===== src/scc_pkg.sv =====
// constants, types and helpers of the self-calibration correction stage
package scc_pkg;
	localparam int unsigned WORD_W        = 24;
	localparam int unsigned AXI_AW        = 8;
	localparam int unsigned AXI_DW        = 32;
	localparam int unsigned GAIN_SETTINGS = 8;
	localparam int unsigned PIPE_LAT      = 3;

	typedef logic [WORD_W-1:0] scc_word_t;

	// register indices; byte address is four times the index
	localparam logic [5:0] IDX_EXT_OFFSET_B = 6'h14;
	localparam logic [5:0] IDX_EXT_GAIN_B   = 6'h16;
	localparam logic [5:0] IDX_INT_OFFSET   = 6'h17;
	localparam logic [5:0] IDX_INT_GAIN_X1  = 6'h18;
	localparam logic [5:0] IDX_INT_GAIN_X2  = 6'h19;
	localparam logic [5:0] IDX_INT_GAIN_X4  = 6'h1a;
	localparam logic [5:0] IDX_INT_GAIN_TOP = 6'h1f;
	localparam logic [5:0] IDX_CTRL         = 6'h30;
	localparam logic [5:0] IDX_RESULT       = 6'h31;
	localparam int unsigned IDX_LSB         = 2;

	// control word, bit 6 down to bit 0
	localparam int unsigned CTRL_W = 7;
	typedef struct packed {
		logic       ext_gain_en;
		logic       ext_offset_en;
		logic [2:0] gain_sel;
		logic       polarity_select;
		logic       internal_offset_disable;
	} scc_ctrl_t;

	localparam scc_word_t OFFSET_RST = 24'h000000;
	localparam scc_word_t GAIN_UNITY = 24'h800000;
	localparam scc_ctrl_t CTRL_RST   = 7'h00;
	localparam scc_word_t WORD_MAX   = 24'h7fffff;
	localparam scc_word_t WORD_MIN   = 24'h800000;
	localparam int unsigned GAIN_FRAC = 23;
	localparam logic signed [48:0] ROUND_HALF = 49'sh000000400000;

	localparam logic [1:0] RESP_OKAY   = 2'h0;
	localparam logic [1:0] RESP_SLVERR = 2'h2;

	typedef enum logic [2:0] {
		K_OFF, K_GAIN, K_EXT_OFF, K_EXT_GAIN, K_CTRL, K_RES
	} scc_kind_t;

	typedef struct packed {
		logic      hit;
		scc_kind_t kind;
		logic [2:0] gidx;
	} scc_dec_t;

	typedef struct packed {
		logic      valid;
		scc_word_t data;
	} scc_sample_t;

	// on-demand calibration result: target 0 offset, 1 gain
	typedef struct packed {
		logic       valid;
		logic       target;
		logic [2:0] gidx;
		scc_word_t  data;
	} scc_cal_t;

	typedef struct packed {
		scc_word_t                    off;
		scc_word_t [GAIN_SETTINGS-1:0] gain;
		scc_word_t                    ext_off;
		scc_word_t                    ext_gain;
		scc_ctrl_t                    ctrl;
		logic                         aw_got;
		logic [AXI_AW-1:0]            awaddr;
		logic                         w_got;
		logic [AXI_DW-1:0]            wdata;
		logic [3:0]                   wstrb;
		logic                         awready;
		logic                         wready;
		logic                         bvalid;
		logic [1:0]                   bresp;
		logic                         arready;
		logic                         rvalid;
		logic [1:0]                   rresp;
		logic [AXI_DW-1:0]            rdata;
		scc_sample_t                  s1;
		scc_sample_t                  s2;
		scc_sample_t                  res;
	} scc_state_t;

	localparam scc_state_t STATE_RST = '{
		off: OFFSET_RST,
		gain: {GAIN_SETTINGS{GAIN_UNITY}},
		ext_off: OFFSET_RST,
		ext_gain: GAIN_UNITY,
		ctrl: CTRL_RST,
		default: '0
	};

	function automatic scc_word_t sat_word(input logic signed [25:0] v);
		if (v > 26'sh07fffff) begin
			return WORD_MAX;
		end else if (v < -26'sh0800000) begin
			return WORD_MIN;
		end
		return v[23:0];
	endfunction

	function automatic scc_word_t sat_sub(input scc_word_t a, input scc_word_t b);
		logic signed [25:0] d;
		d = 26'($signed(a)) - 26'($signed(b));
		return sat_word(d);
	endfunction

	function automatic scc_word_t sat_dbl(input scc_word_t a);
		logic signed [25:0] d;
		d = 26'($signed(a)) + 26'($signed(a));
		return sat_word(d);
	endfunction
endpackage


===== src/scc_gain_mul.sv =====
// unsigned q1.23 gain times signed word, rounded and saturated
`timescale 1ns/1ns
module scc_gain_mul
	import scc_pkg::*;
(
	// operands
	input  wire scc_word_t din,
	input  wire scc_word_t gain,
	// product
	output wire scc_word_t dout
);
	logic signed [48:0] prod;
	logic signed [25:0] scaled;

	// gain is unsigned, binary point after the top bit [RQ7] [RQ8] [RQ10]
	assign prod   = 49'($signed(din)) * 49'($signed({1'b0, gain}));
	// half-lsb rounding keeps the error well inside two lsb [RQ11]
	assign scaled = 26'((prod + ROUND_HALF) >>> GAIN_FRAC);
	assign dout   = sat_word(scaled); // [RQ14]
endmodule


===== src/scc_top.sv =====
// self-calibration correction datapath with axi4-lite register slave
`timescale 1ns/1ns
// Behaviour
// RQ1: skip internal offset when disable bit set
// RQ2: internal offset is always two's complement
// RQ3: offset holds until write or calibration
// RQ4: internal offset, internal gain, then system corrections
// RQ5: internal offset precedes unipolar doubling
// RQ6: eight gain registers, selected by gain setting
// RQ7: gain unsigned q1.23, msb weighs one
// RQ8: gain meaning independent of polarity/format
// RQ9: gain holds until write or calibration
// RQ10: gain factor reaches just below two
// RQ11: residual gain error within two lsb
// RQ12: gain registers map one to one
// RQ13: system offset before system gain and scaling
// RQ14: saturate instead of wrapping
module scc_top
	import scc_pkg::*;
(
	// clock and reset
	input  wire logic              aclk,
	input  wire logic              aresetn,
	// axi4-lite write address and data
	input  wire logic [AXI_AW-1:0] awaddr,
	input  wire logic              awvalid,
	output wire logic              awready,
	input  wire logic [AXI_DW-1:0] wdata,
	input  wire logic [3:0]        wstrb,
	input  wire logic              wvalid,
	output wire logic              wready,
	// axi4-lite write response
	output wire logic [1:0]        bresp,
	output wire logic              bvalid,
	input  wire logic              bready,
	// axi4-lite read
	input  wire logic [AXI_AW-1:0] araddr,
	input  wire logic              arvalid,
	output wire logic              arready,
	output wire logic [AXI_DW-1:0] rdata,
	output wire logic [1:0]        rresp,
	output wire logic              rvalid,
	input  wire logic              rready,
	// raw conversion results
	input  wire scc_sample_t       raw_in,
	// on-demand calibration results
	input  wire scc_cal_t          cal_in,
	// corrected results
	output wire scc_word_t         result_data,
	output wire logic              result_valid
);
	scc_state_t st;
	scc_state_t n;
	scc_dec_t   wdec;
	scc_dec_t   rdec;
	logic       wr_commit;
	scc_word_t  off_term;
	scc_word_t  sub1;
	scc_word_t  mul1;
	scc_word_t  sub2;
	scc_word_t  gain2;
	scc_word_t  mul2;

	function automatic scc_dec_t decode(input logic [AXI_AW-1:0] a);
		scc_dec_t   d;
		logic [5:0] idx;
		idx    = a[AXI_AW-1:IDX_LSB];
		d.hit  = 1'b1;
		d.kind = K_CTRL;
		d.gidx = idx[2:0];
		if (idx == IDX_INT_OFFSET) begin
			d.kind = K_OFF;
		end else if (idx >= IDX_INT_GAIN_X1 && idx <= IDX_INT_GAIN_TOP) begin
			d.kind = K_GAIN; // [RQ12]
		end else if (idx == IDX_EXT_OFFSET_B) begin
			d.kind = K_EXT_OFF;
		end else if (idx == IDX_EXT_GAIN_B) begin
			d.kind = K_EXT_GAIN;
		end else if (idx == IDX_RESULT) begin
			d.kind = K_RES;
		end else if (idx != IDX_CTRL) begin
			d.hit = 1'b0;
		end
		return d;
	endfunction

	function automatic scc_word_t merge(
		input scc_word_t         old,
		input logic [AXI_DW-1:0] d,
		input logic [3:0]        s
	);
		scc_word_t r;
		r = old;
		for (int i = 0; i < 3; i++) begin
			if (s[i]) begin
				r[i*8 +: 8] = d[i*8 +: 8];
			end
		end
		return r;
	endfunction

	// datapath operands, first stage internal, second stage system
	assign off_term = st.ctrl.internal_offset_disable ? OFFSET_RST : st.off; // [RQ1]
	assign sub1     = sat_sub(raw_in.data, off_term); // [RQ2] [RQ14]
	assign sub2     = sat_sub(st.s1.data, st.ctrl.ext_offset_en ? st.ext_off : OFFSET_RST);
	assign gain2    = st.ctrl.ext_gain_en ? st.ext_gain : GAIN_UNITY;

	scc_gain_mul u_int_gain ( // [RQ7] [RQ8] [RQ10] [RQ11]
		.din  (sub1),
		.gain (st.gain[st.ctrl.gain_sel]), // [RQ6]
		.dout (mul1)
	);

	scc_gain_mul u_ext_gain (
		.din  (sub2),
		.gain (gain2),
		.dout (mul2)
	);

	always_comb begin
		n         = st;
		wr_commit = 1'b0;
		wdec      = decode(st.awaddr);
		rdec      = decode(araddr);
		// write address and data, taken in either order
		if (awvalid && st.awready) begin
			n.aw_got = 1'b1;
			n.awaddr = awaddr;
		end
		if (wvalid && st.wready) begin
			n.w_got = 1'b1;
			n.wdata = wdata;
			n.wstrb = wstrb;
		end
		if (st.bvalid && bready) begin
			n.bvalid = 1'b0;
		end
		if (n.aw_got && n.w_got) begin
			wr_commit = 1'b1;
			wdec      = decode(n.awaddr);
			n.aw_got  = 1'b0;
			n.w_got   = 1'b0;
			n.bvalid  = 1'b1;
			n.bresp   = (wdec.hit && wdec.kind != K_RES) ? RESP_OKAY : RESP_SLVERR;
			if (wdec.hit) begin
				case (wdec.kind)
					K_OFF: begin
						n.off = merge(st.off, n.wdata, n.wstrb); // [RQ3]
					end
					K_GAIN: begin
						n.gain[wdec.gidx] = merge(st.gain[wdec.gidx], n.wdata, n.wstrb); // [RQ9]
					end
					K_EXT_OFF: begin
						n.ext_off = merge(st.ext_off, n.wdata, n.wstrb);
					end
					K_EXT_GAIN: begin
						n.ext_gain = merge(st.ext_gain, n.wdata, n.wstrb);
					end
					K_CTRL: begin
						if (n.wstrb[0]) begin
							n.ctrl = scc_ctrl_t'(n.wdata[CTRL_W-1:0]);
						end
					end
					default: begin
					end
				endcase
			end
		end
		// calibration overwrites, winning over a host write in the same cycle
		if (cal_in.valid) begin
			if (cal_in.target) begin
				n.gain[cal_in.gidx] = cal_in.data; // [RQ9]
			end else begin
				n.off = cal_in.data; // [RQ3]
			end
		end
		n.awready = !n.aw_got && !n.bvalid;
		n.wready  = !n.w_got && !n.bvalid;
		// read channel, answered the cycle after address is taken
		if (st.rvalid && rready) begin
			n.rvalid = 1'b0;
		end
		if (arvalid && st.arready) begin
			n.rvalid = 1'b1;
			n.rresp  = rdec.hit ? RESP_OKAY : RESP_SLVERR;
			n.rdata  = '0;
			case (rdec.kind)
				K_OFF: begin
					n.rdata[WORD_W-1:0] = st.off;
				end
				K_GAIN: begin
					n.rdata[WORD_W-1:0] = st.gain[rdec.gidx];
				end
				K_EXT_OFF: begin
					n.rdata[WORD_W-1:0] = st.ext_off;
				end
				K_EXT_GAIN: begin
					n.rdata[WORD_W-1:0] = st.ext_gain;
				end
				K_RES: begin
					n.rdata[WORD_W-1:0] = st.res.data;
				end
				default: begin
					if (rdec.hit) begin
						n.rdata[CTRL_W-1:0] = st.ctrl;
					end
				end
			endcase
		end
		n.arready = !n.rvalid;
		// internal offset then internal gain [RQ4] [RQ5]
		n.s1.valid = raw_in.valid;
		if (raw_in.valid) begin
			n.s1.data = mul1;
		end
		// system offset then system gain [RQ13]
		n.s2.valid = st.s1.valid;
		if (st.s1.valid) begin
			n.s2.data = mul2;
		end
		// unipolar doubling last [RQ5] [RQ13] [RQ14]
		n.res.valid = st.s2.valid;
		if (st.s2.valid) begin
			n.res.data = st.ctrl.polarity_select ? sat_dbl(st.s2.data) : st.s2.data;
		end
	end

	always_ff @(posedge aclk) begin
		if (!aresetn) begin
			st <= STATE_RST;
		end else begin
			st <= n;
		end
	end

	assign awready      = st.awready;
	assign wready       = st.wready;
	assign bvalid       = st.bvalid;
	assign bresp        = st.bresp;
	assign arready      = st.arready;
	assign rvalid       = st.rvalid;
	assign rresp        = st.rresp;
	assign rdata        = st.rdata;
	assign result_data  = st.res.data;
	assign result_valid = st.res.valid;

	// checks
	logic quiet;
	logic off_touch;
	logic gain_touch;
	assign quiet = !wr_commit && !cal_in.valid && !st.ctrl.ext_offset_en
		&& !st.ctrl.ext_gain_en && st.gain[st.ctrl.gain_sel] == GAIN_UNITY;
	assign off_touch  = cal_in.valid && !cal_in.target;
	assign gain_touch = cal_in.valid && cal_in.target;
endmodule


===== config.mk =====
export PLATFORM = sky130hd
export DESIGN_NAME = scc_top
export DESIGN_NICKNAME = d
export VERILOG_FILES = /design/src/scc_pkg.sv /design/src/scc_gain_mul.sv /design/src/scc_top.sv
export SDC_FILE = /design/constraint.sdc
export NUM_CORES = 2
export LEC_CHECK = 0
export BUFFER_PORTS_ARGS = -buffer_cell sky130_fd_sc_hd__buf_2
export CORE_AREA = 2 2 468 470
export CTS_CLUSTER_DIAMETER = 100
export CTS_CLUSTER_SIZE = 12
export DETAILED_ROUTE_END_ITERATION = 8
export DIE_AREA = 0 0 470 472
export REMOVE_ABC_BUFFERS = 1
export SYNTH_ARGS = -nofsm -noshare
export SYNTH_HDL_FRONTEND = slang
export SYNTH_SLANG_ARGS = --single-unit
export TNS_END_PERCENT = 10

===== constraint.sdc =====
create_clock -name aclk -period 22.5 [get_ports aclk]
set_input_delay 2.25 -clock aclk [delete_from_list [all_inputs] [get_ports aclk]]
set_output_delay 2.25 -clock aclk [all_outputs]
set_load 0.02 [all_outputs]

[After elaboration in Yosys (flattened, before gate mapping)]
Index checks and enable logic that the tools add are counted.
Word-level totals
  output and inout port bits: 66
  input port bits: 113
  logic and storage cells: 224
  register bits: 425
Operators by class
  mux-type cells: 110
  reduce and logical (&&, ||, !) cells: 26
  eq/ne operators: 19
  multipliers: 2
  $add $sub $neg: 5
  order comparisons: 20
Operators by type and width (count)
  24-bit two-way mux: 28
  192-bit bitwise mux: 2
  192-bit two-way mux: 2
  272-bit two-way mux: 1
  271-bit two-way mux: 1
  24-bit binary-select mux with 3-bit select: 3
  216-bit two-way mux: 1
  8-bit two-way mux: 21
  24-bit demux with 3-bit select: 2
  49-bit by 24-bit adder with 49-bit output, second input constant: 2
  24-bit by 25-bit multiplier with 49-bit output: 2
  17-bit one-hot mux with 5 select lines: 1
  25-bit by 24-bit greater-than comparator with 1-bit output, second input constant: 3
  25-bit by 24-bit < comparator with 1-bit output, second input constant: 3
  26-bit by 24-bit greater-than comparator with 1-bit output, second input constant: 2
  26-bit by 24-bit < comparator with 1-bit output, second input constant: 2
  24-bit by 24-bit subtractor with 25-bit output: 2
  37-bit two-way mux: 1
  6-bit by 5-bit equality test with 1-bit output, second input constant: 6
  35-bit two-way mux: 1
  7-bit one-hot mux with 5 select lines: 1
  3-bit two-way mux: 10
  1-bit two-way mux: 29
  4-bit AND reduction: 7
  17 further kinds: 49

[Longest topological paths before layout]
  depth after elaboration: 20
  mapped depth: 45
  mapped depth without buffers: 40

[Cells and area by module]
A second synthesis with hierarchy kept.
Second synthesis, totals
  cells, all modules: 7433
  area total of the unflattened synthesis: 64739.6 µm²
Modules (own cells, without submodules)
  scc_top: cells each 3032, area an instance 26213.9 µm², times used 1, seq. area each 8247.9 µm²
  scc_gain_mul at u_ext_gain: cells each 2208, area an instance 19309.8 µm², times used 1, seq. area each 0.0 µm²
  scc_gain_mul at u_int_gain: cells each 2193, area an instance 19215.9 µm², times used 1, seq. area each 0.0 µm²

[Worst setup path before layout]
Ideal clock, no wire load.
  path type: input-to-reg
  start point: input port raw_in[0] (netlist name)
  end point: register st[64] (netlist name)
  buffers on the path: 3
  data arrival time: 11577 ps
  library setup time: 70 ps
  stages on the path: 41
  required time: 22430 ps
  setup slack: 10853 ps
  cells stage by stage: inv_1 > ha_1 > fa_1 > nor2b_1 > o311a_1 > o31ai_4 > a211o_2 > nand2_1 > nand2_1 > o21ai_1 > nand2_1 > clkbuf_1 > a21oi_1 > clkbuf_1 > nand2_1 > fa_1 > inv_1 > fa_1 > [5 not listed] > fa_1 > inv_1 > fa_1 > inv_1 > ha_1 > nand2_1 > o21ai_0 > a31oi_1 > o21ai_0 > a2111oi_0 > or3_1 > o32ai_1 > nor4b_4 > or4_1 > nand3_1 > buf_2 > o21ai_0 > a21oi_1
Between the ends
  word-level cells in the longest chain between the ends: 11
  elaborated cells between the ends (all ways): 15
  those cells by class: 2 x add/sub; 1 x mul; 4 x order compare; 8 x mux
RTL lines
  start, declared: RTL line scc_top.sv:45  | input wire scc_sample_t raw_in,
  24-bit by 24-bit subtractor with 25-bit output *: RTL line scc_pkg.sv:111  | d = 26'($signed(a)) - 26'($signed(b));
  25-bit by 24-bit < comparator with 1-bit output: RTL line scc_pkg.sv:103  | end else if (v < -26'sh0800000) begin
  1-bit two-way mux: RTL line scc_pkg.sv:103
  1-bit two-way mux: RTL line scc_pkg.sv:101  | if (v > 26'sh07fffff) begin
  24-bit two-way mux *: RTL line scc_pkg.sv:106  | return v[23:0];
  24-bit by 25-bit multiplier with 49-bit output *: RTL line scc_gain_mul.sv:16  | assign prod = 49'($signed(din)) * 49'($signed({1'b0, gain}));
  49-bit by 24-bit adder with 49-bit output *: RTL line scc_gain_mul.sv:18  | assign scaled = 26'((prod + ROUND_HALF) >>> GAIN_FRAC);
  26-bit by 24-bit < comparator with 1-bit output: RTL line scc_pkg.sv:103
  1-bit two-way mux: RTL line scc_pkg.sv:103
  1-bit two-way mux: RTL line scc_pkg.sv:101
  24-bit two-way mux *: RTL line scc_pkg.sv:106
  end signal, assigned: RTL line scc_top.sv:232  | st <= n;
  end, declared: RTL line scc_top.sv:52  | scc_state_t st;
Mark *: on every way between the ends. The rest lies on a longest branch, timed or not.
A chain may end at the register's enable or synchronous reset.

[Final worst setup path]
  start point: input port raw_in[0] (netlist name)
  end point: register st[61] (netlist name)
Same word-level chain as after synthesis.

==> qor.yml <==
synth_mux_area_share_pct: 10.8
synthTopCellsByCount: "nand2_1, inv_1, fa_1"
hold_path.class: "reg2reg"
io_buffers: 155
htreeDepth: 2
synth-compound-area-share_pct: 11.9
hold_depth: 2
grt_max_degree: 116
grt_pass1_wl_mm: 338
synthTopCellsByArea: "fa_1, dfxtp_1, ha_1"
wire_per_inst_um: 22.3
antenna_found_initial: 16
hold_viol: 0
worstSetupStartpointType: "primary input"
ys_types: 95
worst_slew_pin_slew_ns: 1.22
critPathCaptureType: "register"
setup_viol_count_final: 0
cts_tree: "done"
synth_top_area_share_pct: 29.9
postRouteAntennaNets: 0
drt_iter0_markers: 4947
globalRouteOverflowTotal: 0
period_share_pct: 64.0
power.leakage_uw: 0.0353
wl_mm: 225
hp-start: "rdata[9]"
cts_resized: 0
cts_hold_buf: 0
place.gp.congestion: 0.988
synth_edf_count: 0
rr_worst_depth: 36
fin_nets: 8725
io_pins: 179
syn-mean-instance-area_sq_um: 8.78
grt_pass1_vias: 54500
fp.dieW_um: 470
rsz0062_at_grt: "no"
synth_fa_ha_area_share_pct: 38.7
period_minus_slack_ns: 14.41
fp.coreArea_sq_um: 217000
fin_area_sq_um: 69300
post-dp-hpwl_mm: 170
drc: 0
drv_cap: 0
clock_sinks: 412
firstDrtPassIters: 6
irDropWorstVdd_mv: 0.288
setup_tns_ns: 0
r2r-start: "st[167]"
slew_viol_final: 0
crit_path_max_incr_delay_ns: 1.13
critPathLaunch: "raw_in[0]"
crit_slowest_cell: "a21oi_4"
worstPathMaxFanout: 24
cts_buffer_depth: 3
fmax_mhz: 69.4
synth_xor_area_share_pct: 1.21
clock_tree.root_cell: "clkbuf_16"
cp_data_arrival_time_ns: 14.82
ys_seq_elements: 412
place_area_sq_um: 68200
yosys.area_share.simple_pct: 14.1
netlist_area_sq_um: 64600
crit_type: "in2reg"
drive_gt1_share_pct: 8.59
synth_top_family_by_area: "adder cells"
numCtsBuffers: 40
worst_r2r_endpoint: "st[28]"
cp.required_ns: 22.92
clkTransAtPathRegs_ns: 0.06
clk_latency_ns: 0.58
synthFlopType: "dfxtp_1"
crit_end: "st[61]"
die_area_sq_um: 222000
async_flop_share_pct: 0
maxSlewHeadroom_pct: 18.0
power_density_nw_per_um2: 106
postCtsSetupRepairBufs: 0
die_h_um: 472
r2r_slack_ns: 8.88
crit_top_cell: "fa_1"
syn_inst: 7363
grtUsageTotal_pct: 19.9
initial_core_util_pct: 29.8
outcome: "finished, final reports clean"
clock_skew_ns: 0.0352
syn2layout_area_growth_pct: 7.26
num_rows: 171
synth_most_common_cell: "nand2_1"
viasPerCell: 5.27
vias: 53100
fillers: 22700
synth_top_area_cell: "fa_1"
synth.yosys.seq_area_share_pct: 12.8
ys_warn_count: 0
[registers in the layout, indices dropped and copies added, names as in the netlist]
name          flops
st              354
result_data      24
rresp             1
awready           1
bvalid            1
n                 2
result_valid      1
rdata            24
rvalid            1
wready            1
bresp             1
arready           1
[cells by family after synthesis]
family          count (synthesis)
compound gates               1072
xor+xnor                       89
fa+ha+maj                    1420
buf+inv                      1748
flops                         412
mux                           510
other cells                     1
simple gates                 2111
[per-stage QoR]
| step | setup WS [ns] | hold WS (ns) | utilization [%] | total power, uW | std cells |
|---|---|---|---|---|---|
| 2_1_floorplan | 9.04 | 0.461 | - | 4540 | 6857 |
| 3_3_place_gp | 7.97 | 0.457 | 31.5 | 6560 | 10000 |
| 3_5_place_dp | 7.62 | 0.466 | 31.5 | 6620 | 10000 |
| 4_1_cts | 8.19 | 0.476 | 32.0 | 7280 | 10100 |
| 5_1_grt | 7.34 | 0.499 | 32.0 | 7920 | 10100 |
| 6_report | 8.09 | 0.471 | 32.0 | 7350 | 10100 |
[power by group]
part	total [uW]	switching, uW	internal [uW]
logic	5890	3950	1950
registers	841	54.1	787
clock network	614	294	320
total	7350	4290	3050
[per-layer routing]
metal | vias to the layer above | track usage (%) | routed length [um] | part of all wire, %
li1 | 23200 | - | - | -
met1 | 26800 | 25.0 | 87400 | 39
met2 | 2502 | 31.8 | 102000 | 45
met3 | 599 | 3.28 | 18400 | 8.2
met4 | 12 | 12.7 | 16800 | 7.5
met5 | - | 0 | 115 | 0.051
[cell usage in the layout, fill, tap and decap left out, types with 10 or more instances in the layout]
master,instances
mux2_2,24
a211oi_1,28
o21ai_0,154
clkbuf_16,40
or2_2,10
o21a_1,13
buf_4,148
conb_1,10
nand2b_1,44
nand2_1,1240
nor2b_1,100
a21oi_1,249
dfxtp_1,408
mux4_2,144
and4_1,12
a21oi_2,12
nor3_1,18
a22oi_1,50
nand3_1,42
a31oi_1,27
ha_1,445
xor2_1,25
o211a_1,243
inv_1,1232
mux2i_1,329
fa_1,966
a21o_1,109
o21ai_1,25
a21boi_0,29
o21bai_1,28
diode_2,16
nand4_1,19
and2_1,153
buf_2,153
nor2_1,390
and3_1,27
xnor2_1,64
[worst min path at each step]
stage	end
2_1_floorplan	st[161]
3_3_place_gp	rdata[13]
3_5_place_dp	rdata[19]
4_1_cts	rdata[9]
5_1_grt	rdata[11]
6_report	rdata[9]
[critical path: cells and delay by family]
kind / cells / cell delay [ns]
AO/OA/AOI/OAI: 14 / 4.78
XOR/XNOR: 1 / 0.92
adder cells (fa/ha/maj): 9 / 4.25
buffers and inverters: 7 / 0.58
AND/OR/NAND/NOR: 6 / 2.03
[cell type report]
cell class | instances | area, sq um | share of cell area [%]
tap | 2854 | 3570 | 5.15
sequential | 412 | 8260 | 11.9
timing repair buffer | 302 | 1890 | 2.73
inverter | 1233 | 4630 | 6.68
clock buffer | 42 | 1020 | 1.47
multi-input combinational | 5212 | 49900 | 72.0
antenna | 16 | 40.0 | 0.0578
clock inverter | 3 | 33.8 | 0.0487
Note: power is estimated with default switching activity, not from simulation.
